`src/conv_ctrl_pkg.sv`:
```
// Package for the converter control block: register map, field layout,
// reset values, modes and the APB carrier structs.
// Assumes a 32-bit APB with byte addresses in the low eight bits.
package conv_ctrl_pkg;

    // Register byte offsets
    localparam logic [7:0] SC1_OFFSET  = 8'h00; // conversion_status_control_one
    localparam logic [7:0] CFG_OFFSET  = 8'h04; // resolution and clock source
    localparam logic [7:0] RESH_OFFSET = 8'h08; // result high byte
    localparam logic [7:0] RESL_OFFSET = 8'h0C; // result low byte
    localparam logic [7:0] STAT_OFFSET = 8'h10; // sticky event status
    localparam logic [7:0] IEN_OFFSET  = 8'h14; // event enable
    localparam logic [7:0] ICLR_OFFSET = 8'h18; // event clear, write only

    // Field positions in the control and CFG registers
    localparam int SC1_DONE_BIT = 7;            // conversion_done_flag
    localparam int SC1_IEN_BIT  = 6;            // completion interrupt enable
    localparam int SC1_CONT_BIT = 5;            // continuous mode
    localparam int CFG_ASYNC_BIT = 2;           // async conversion clock

    // Channel code that switches the converter off
    localparam logic [4:0] CHANNEL_OFF = 5'h1F;

    // Resolution codes
    localparam logic [1:0] RES_8  = 2'h0;
    localparam logic [1:0] RES_12 = 2'h1;
    localparam logic [1:0] RES_10 = 2'h2;

    // Conversion clock ticks per conversion
    localparam logic [4:0] CONV_TICKS = 5'h14;

    // Event bits of the status register
    localparam int EV_DONE   = 0;               // conversion complete
    localparam int EV_SHIELD = 1;               // new result while frozen

    // Reset values
    localparam logic [1:0] RES_RESET     = RES_8;
    localparam logic [4:0] CHANNEL_RESET = CHANNEL_OFF;

    // APB request from the master
    typedef struct packed {
        logic        psel;
        logic        penable;
        logic        pwrite;
        logic [7:0]  paddr;
        logic [31:0] pwdata;
    } apb_req_t;

    // APB answer to the master
    typedef struct packed {
        logic        pready;
        logic [31:0] prdata;
        logic        pslverr;
    } apb_rsp_t;

    // Converter activity
    typedef enum logic [1:0] {
        CONV_IDLE = 2'b01,
        CONV_BUSY = 2'b10
    } conv_state_t;

endpackage : conv_ctrl_pkg

```
`src/async_tick_sync.sv`:
```
// Brings a free-running asynchronous conversion clock into clk.
// Assumes the pin clock is well below half the bus clock rate.
`timescale 1ns/10ps
module async_tick_sync (
    input  wire logic clk,      // Bus clock
    input  wire logic rst,      // Async reset, high
    input  wire logic asyncPin, // Foreign clock pin
    output logic      tick      // One pulse per rising edge
);
    // All state in one struct
    typedef struct packed {
        logic meta;   // First stage, read only by the second
        logic stable; // Second stage
        logic last;   // Previous stable level
        logic tick;   // Registered edge pulse
    } sync_state_t;

    sync_state_t s;
    sync_state_t next_s;

    // Shift chain and edge detect on the second stage only
    always_comb begin
        next_s        = s;
        next_s.meta   = asyncPin;
        next_s.stable = s.meta;
        next_s.last   = s.stable;
        next_s.tick   = s.stable & ~s.last;
    end

    // Register the state
    always_ff @(posedge clk or posedge rst) begin
        if (rst) begin
            s <= '0;
        end else begin
            s <= next_s;
        end
    end

    assign tick = s.tick;

endmodule : async_tick_sync

```
`src/conv_ctrl.sv`:
```
// Converter control: APB registers, conversion sequencing, coherent
// two-byte result access and the completion interrupt.
// Assumes sampleData is settled in the clk domain by the analog front end
// and that convClkPin is an unrelated clock needing synchronisation.
`timescale 1ns/10ps

module conv_ctrl
    import conv_ctrl_pkg::*;
(
    input  wire logic        clk,           // Bus clock, 25 MHz
    input  wire logic        rst,           // Async reset, high
    input  wire apb_req_t    bus,           // APB request
    output apb_rsp_t         busRsp,        // APB answer
    input  wire logic        convClkPin,    // Asynchronous conversion clock
    input  wire logic [11:0] sampleData,    // Front end output code
    output logic [4:0]       sampleChannel, // Analog mux select
    output logic             convActive,    // Conversion running
    output logic             irq            // Level interrupt
);

    // Whole block state
    typedef struct packed {
        logic [4:0]  channel;    // Selected input
        logic        contMode;   // Continuous conversion
        logic        intEn;      // Completion interrupt enable
        logic        doneFlag;   // conversion_done_flag
        logic [1:0]  resMode;    // Resolution code
        logic        asyncSel;   // Conversion clock source
        logic [11:0] result;     // conversion_result_register
        logic        frozen;     // Low byte held
        logic [7:0]  frozenLow;  // Held low byte
        logic [7:0]  holdLow;    // Low byte seen with a high read
        logic [1:0]  status;     // Sticky events
        logic [1:0]  evEnable;   // Event enables
        conv_state_t conv;       // Activity
        logic [4:0]  tickCount;  // Ticks in this conversion
        apb_rsp_t    rsp;        // Registered bus answer
        logic        irq;        // Registered interrupt
    } ctrl_state_t;

    ctrl_state_t s;
    ctrl_state_t next_s;

    logic asyncTick;   // Synchronised async clock edge
    logic convTick;    // Conversion clock tick this cycle
    logic setupPhase;  // APB setup cycle
    logic accessDone;  // APB access completing at this edge
    logic sc1Write;    // Control register written now
    logic iclrWrite;   // Event clear written now
    logic completeNow; // Conversion finishing now
    logic hiRead;      // High byte read completing now
    logic loRead;      // Low byte read completing now
    logic [1:0] evSet; // Events raised now

    // Foreign clock enters through a two-stage synchroniser
    async_tick_sync u_tick (
        .clk      (clk),
        .rst      (rst),
        .asyncPin (convClkPin),
        .tick     (asyncTick)
    );

    // Scale a raw code to the selected resolution, right justified
    function automatic logic [11:0] scaleCode(input logic [11:0] raw,
                                              input logic [1:0]  mode);
        case (mode)
            RES_8:   scaleCode = {4'h0, raw[11:4]};
            RES_10:  scaleCode = {2'h0, raw[11:2]};
            default: scaleCode = raw;
        endcase
    endfunction : scaleCode

    // Address decode for the error answer; the read mux decodes on its own
    function automatic logic isMapped(input logic [7:0] addr);
        case (addr)
            SC1_OFFSET, CFG_OFFSET, RESH_OFFSET, RESL_OFFSET,
            STAT_OFFSET, IEN_OFFSET, ICLR_OFFSET: isMapped = 1'b1;
            default: isMapped = 1'b0;
        endcase
    endfunction : isMapped

    // Read mux; unused bits read as zero
    function automatic logic [31:0] readValue(input ctrl_state_t st,
                                              input logic [7:0]  addr);
        readValue = 32'h0000_0000;
        case (addr)
            SC1_OFFSET: begin
                readValue[SC1_DONE_BIT] = st.doneFlag;
                readValue[SC1_IEN_BIT]  = st.intEn;
                readValue[SC1_CONT_BIT] = st.contMode;
                readValue[4:0]          = st.channel;
            end
            CFG_OFFSET: begin
                readValue[CFG_ASYNC_BIT] = st.asyncSel;
                readValue[1:0]           = st.resMode;
            end
            // Eight-bit results have no high byte
            RESH_OFFSET: begin
                if (st.resMode != RES_8) begin
                    readValue[3:0] = st.result[11:8];
                end
            end
            RESL_OFFSET: begin
                readValue[7:0] = st.frozen ? st.frozenLow : st.result[7:0];
            end
            STAT_OFFSET: readValue[1:0] = st.status;
            IEN_OFFSET:  readValue[1:0] = st.evEnable;
            default:     readValue = 32'h0000_0000;
        endcase
    endfunction : readValue

    // Bus phase decode; pready is high only in the access cycle
    always_comb begin
        setupPhase = bus.psel & ~bus.penable;
        accessDone = bus.psel & bus.penable & s.rsp.pready;
        sc1Write   = accessDone & bus.pwrite & (bus.paddr == SC1_OFFSET);
        iclrWrite  = accessDone & bus.pwrite & (bus.paddr == ICLR_OFFSET);
        hiRead     = accessDone & ~bus.pwrite & (bus.paddr == RESH_OFFSET);
        loRead     = accessDone & ~bus.pwrite & (bus.paddr == RESL_OFFSET);
    end

    // Conversion timing; the control write wins over a finish
    always_comb begin
        convTick    = s.asyncSel ? asyncTick : 1'b1;
        completeNow = (s.conv == CONV_BUSY) & convTick
                    & (s.tickCount == CONV_TICKS - 5'h01)
                    & ~sc1Write;
        evSet = 2'b00;
        evSet[EV_DONE]   = completeNow;
        evSet[EV_SHIELD] = completeNow & s.frozen;
    end

    // Next state of the whole block
    always_comb begin
        next_s = s;

        // Bus answer: registered in setup, shown in access
        next_s.rsp.pready = setupPhase;
        if (setupPhase) begin
            next_s.rsp.prdata  = readValue(s, bus.paddr);
            next_s.rsp.pslverr = ~isMapped(bus.paddr);
            // Low byte paired with the high byte being returned
            next_s.holdLow = s.result[7:0];
        end

        // Conversion progress
        if (s.conv == CONV_BUSY && convTick) begin
            next_s.tickCount = s.tickCount + 5'h01;
        end
        if (completeNow) begin
            next_s.result   = scaleCode(sampleData, s.resMode);
            next_s.doneFlag = 1'b1;
            next_s.tickCount = 5'h00;
            // Single mode parks until software restarts
            if (!s.contMode) begin
                next_s.conv = CONV_IDLE;
            end
        end

        // Coherent result access, not in eight-bit mode
        if (hiRead && s.resMode != RES_8) begin
            next_s.frozen    = 1'b1;
            next_s.frozenLow = s.holdLow;
        end
        if (loRead) begin
            next_s.frozen = 1'b0;
        end

        // Register writes at the completing access edge
        if (accessDone && bus.pwrite) begin
            case (bus.paddr)
                SC1_OFFSET: begin
                    next_s.channel  = bus.pwdata[4:0];
                    next_s.contMode = bus.pwdata[SC1_CONT_BIT];
                    next_s.intEn    = bus.pwdata[SC1_IEN_BIT];
                    next_s.doneFlag = 1'b0;
                    next_s.tickCount = 5'h00;
                    // Off code stops; any other restarts from zero
                    if (bus.pwdata[4:0] == CHANNEL_OFF) begin
                        next_s.conv = CONV_IDLE;
                    end else begin
                        next_s.conv = CONV_BUSY;
                    end
                end
                CFG_OFFSET: begin
                    next_s.resMode  = bus.pwdata[1:0];
                    next_s.asyncSel = bus.pwdata[CFG_ASYNC_BIT];
                    // A held byte of another width is meaningless
                    next_s.frozen   = 1'b0;
                end
                IEN_OFFSET: next_s.evEnable = bus.pwdata[1:0];
                default: begin
                end
            endcase
        end

        // Sticky events: a set in the clearing cycle survives
        next_s.status = (s.status & ~(iclrWrite ? bus.pwdata[1:0] : 2'b00))
                      | evSet;

        // Interrupt from completion flag or enabled events
        next_s.irq = (next_s.doneFlag & next_s.intEn)
                   | (|(next_s.status & next_s.evEnable));
    end

    // Register the whole state
    always_ff @(posedge clk or posedge rst) begin
        if (rst) begin
            s          <= '0;
            s.channel  <= CHANNEL_RESET;
            s.resMode  <= RES_RESET;
            s.conv     <= CONV_IDLE;
        end else begin
            s <= next_s;
        end
    end

    // Outputs straight from flip-flops
    assign busRsp        = s.rsp;
    assign sampleChannel = s.channel;
    assign convActive    = s.conv[1]; // Busy one-hot bit, no decode
    assign irq           = s.irq;
endmodule : conv_ctrl

```
`config.mk`:
```
export PLATFORM = sky130hd
export DESIGN_NAME = conv_ctrl
export DESIGN_NICKNAME = d
export VERILOG_FILES = /design/src/conv_ctrl_pkg.sv /design/src/async_tick_sync.sv /design/src/conv_ctrl.sv
export SDC_FILE = /design/constraint.sdc
export NUM_CORES = 1
export LEC_CHECK = 0
export BUFFER_PORTS_ARGS = -buffer_cell sky130_fd_sc_hd__buf_2
export CELL_PAD_IN_SITES_DETAIL_PLACEMENT = 0
export CELL_PAD_IN_SITES_GLOBAL_PLACEMENT = 1
export CORE_UTILIZATION = 36
export CTS_CLUSTER_SIZE = 10
export DETAILED_ROUTE_END_ITERATION = 6
export PLACE_DENSITY = 0.77
export SETUP_SLACK_MARGIN = 0.15
export SKIP_LAST_GASP = 1
export SLEW_MARGIN = 40
export SYNTH_ARGS = -nofsm -noshare
export SYNTH_HDL_FRONTEND = slang
export SYNTH_SLANG_ARGS = --single-unit
```
`constraint.sdc`:
```
create_clock -name clk -period 1.63 [get_ports clk]
set_input_delay 0.0815 -clock clk [delete_from_list [all_inputs] [get_ports clk]]
set_output_delay 0.0815 -clock clk [all_outputs]
set_load 0.02 [all_outputs]
```
==> flow_metrics.env <==
export IMPL_die_w_microns=101
export IMPL_clkTransAtPathRegs_ns=0.07
export IMPL_cp_required_ns=1.86
export IMPL_cts_tree="yes"
export IMPL_crit_family="simple AND/OR/NAND/NOR gates"
export IMPL_finalHoldViolations=0
export IMPL_fp_dieH_microns=101
export IMPL_hold_depth=3
export IMPL_avgSynthCellArea_sq_um=10.6
export IMPL_clock_skew_final_ns=0.00772
export IMPL_arrival_ns=2.02
export IMPL_criticalPathCategory="reg2reg"
export IMPL_clockBufferDepth=2
export IMPL_worst_path_buf_inv=1
export IMPL_whs_ns=0.0368
export IMPL_synth_enable_flop_cells=0
export IMPL_synth_ff_type="dfrtp_1"
export IMPL_vias_per_cell=4.76
export IMPL_diodes=0
export IMPL_fillCellCount=900
export IMPL_slowest_delay_ns=0.37
export IMPL_r2r_cells=6
export IMPL_cp_end_kind="register"
export IMPL_h_tree_depth=3
export IMPL_violations="setup timing"
export IMPL_relSlewSlack=0.656
export IMPL_grt_overflow_total=0
export IMPL_design_core_area_sq_um=9370
export IMPL_rsz0062_at_grt="true"
export IMPL_r2r_start="s[36]"
export IMPL_top_level_ports=99
export IMPL_critical_path_depth=6
export IMPL_antenna_found_initial=0
export IMPL_nets=471
export IMPL_cts_buffers=9
export IMPL_critPathMaxFanout=9
export IMPL_final_cells=546
export IMPL_gp_congestion=0.855
export IMPL_finalSetupViolations=13
export IMPL_syn_to_final_growth_pct=24.6
export IMPL_syn_area_sq_um=3530
export IMPL_drc=0
export IMPL_drive_gt1_frac=0.405
export IMPL_p_leak_nw=2.13
export IMPL_slowest_stage="or3_4"
export IMPL_ff2ff_setup_slack_ns=-0.16
export IMPL_status="finished with violations"
export IMPL_io_buffer_count=49
export IMPL_yosysUniqueCellTypes=55
export IMPL_crit_end="s[70]"
export IMPL_ant_nets=0
export IMPL_clock_fmax_mhz=559
export IMPL_finalCriticalPeriod_ns=1.79
export IMPL_grt_pass1_vias=2632
export IMPL_initial_core_util=0.377
export IMPL_routed_wl_mm=7.91
export IMPL_dp_cells=519
export IMPL_clk_latency_ns=0.34
export IMPL_vdd_drop_max_v=0.000371
export IMPL_drv_slew=0
export IMPL_worst_setup_path_start_kind="register"
export IMPL_via_count=2597
export IMPL_r2r_end="s[70]"
export IMPL_ys_seq_area_frac=0.470
export IMPL_grt_total_usage=0.171
export IMPL_min_path_type="in2reg"
export IMPL_max_slew_worst_pin_slew_ns=0.513
export IMPL_async_flop_share=1.00
export IMPL_crit_path_start="s[36]"
export IMPL_postSynthCellCount=333
export IMPL_grt_max_degree=34
export IMPL_drv_cap=0
export IMPL_dieArea_sq_um=10200
export IMPL_avgRoutedWirePerCell_microns=14.5
export IMPL_power_total_mw=3.62
export IMPL_cts_root_buf="clkbuf_8"
export IMPL_grt_pass1_wl_mm=13.2
export IMPL_final_core_util=0.469
export IMPL_clock_sinks=66
export IMPL_path_cells="ha_2 -> nand4bb_1 -> or3_4 -> a21oi_4 -> buf_12 -> mux2_2"
export IMPL_dr_pass1_iters=4
export IMPL_fin_ws_ns=-0.157
export IMPL_placementRows=35
export IMPL_fin_crit_sh=1.10
export IMPL_drtIter0Drc=91
export IMPL_hpwl_mm=5.96
export IMPL_ys_ff_latch=66
export IMPL_ys_warn_count=0
export IMPL_p_per_area_nw_per_um2=823
-- power by group --
part,switching [mW],internal [mW],leakage [nW]
logic,0.232,0.139,1.21
clock network,0.641,0.863,0.0987
registers,0.0409,1.70,0.829
-- cell families (layout without fill, tap and decap cells) --
family,after synthesis,count (layout),share of synthesized area
and+or+nand+nor,100,100,0.155
DFF,66,66,0.470
buffers and inverters,66,127,0.117
AOI/OAI and AO/OA,52,52,0.104
muxes,44,44,0.143
xor gates and xnor gates,3,3,0.00745
adders and majority gates,1,1,0.00354
other,1,24,0.00106
-- worst register-to-register path, delay by kind of cell (launching register included) --
family / cells / cell delay (ns)
DFF: 1 / 0.36
buffers and inverters: 1 / 0.15
and+or+nand+nor: 2 / 0.50
adders and majority gates: 1 / 0.19
AOI/OAI and AO/OA: 1 / 0.15
muxes: 1 / 0.33
-- layer usage --
layer	vias to the layer above	part of all wire	wire length, microns	GRT usage
met5	-	0	0	0
met4	0	0.017	132	0.0513
met3	13	0.049	386	0.0485
met2	80	0.45	3550	0.266
met1	1237	0.49	3850	0.232
li1	1267	-	-	-
-- placed cells by master (no fill, tap or decap), types with 9 or more instances in the layout --
cell and count:
a21oi_1 9, inv_1 10, mux2i_1 11, o21ai_0 14, conb_1 24, nor2_1 17
clkbuf_8 9, mux2_4 14, mux2_2 19, buf_4 37, dfrtp_1 59, buf_2 49
nand2_1 41
-- area by class of cell --
class                   count  area (sq um)  area share
repair buffers             99           686       0.156
clock inverters             6          91.3      0.0208
multi-input cells         224          1620       0.369
well taps                 129           161      0.0367
clock buffers              10           128      0.0290
flip-flops and latches     66          1660       0.378
inverters                  12          48.8      0.0111
-- registers in the layout, summed over array words and instances (netlist names) --
name	cells
s	45
busRsp	10
sampleChannel	5
u_tick.next_s	2
convActive	1
irq	1
u_tick.s	1
u_tick.tick	1
-- cell usage after synthesis, types with 5 or more instances --
cell type | count | share of area
buf_4 | 39 | 0.083
nor2b_1 | 5 | 0.0089
mux2_4 | 6 | 0.026
a21oi_1 | 9 | 0.013
clkbuf_1 | 11 | 0.012
inv_1 | 11 | 0.012
mux2i_1 | 11 | 0.031
dfstp_2 | 6 | 0.045
nand2_1 | 42 | 0.045
nor2_1 | 17 | 0.018
dfrtp_1 | 60 | 0.43
mux2_2 | 27 | 0.086
o21ai_0 | 17 | 0.024
a221oi_1 | 6 | 0.015
-- metrics by stage --
stage | cell area [sq um] | TNS (ns) | setup slack, ns
2_1_floorplan | 3690 | -1.23 | -0.126
6_report | 4400 | -1.15 | -0.157
4_1_cts | 4350 | -1.32 | -0.177
3_3_place_gp | 4040 | -0.688 | -0.0860
5_1_grt | 4400 | -2.06 | -0.222
3_5_place_dp | 4040 | -1.44 | -0.164
-- worst min path at each step --
stage | startpoint | to | slack (ns)
finish | sampleData[10] | s[73] | 0.04
global placement | rst | s[78] | 0.15
floorplan | convClkPin | u_tick.next_s[2] | 0.11
detailed placement | rst | s[78] | 0.16
CTS | sampleData[10] | s[73] | 0.02
global route | sampleData[10] | s[73] | 0.02
-- repair_timing --
item                                    CTS  global route
endpoints found under the setup margin   27            24
gates resized for setup                   4             9
pin swaps                                 0             4
setup buffers                             0             3
hold buffers                              8             0
hold endpoints to repair                 24             0
No activity file was read; power rests on OpenSTA's default activity.
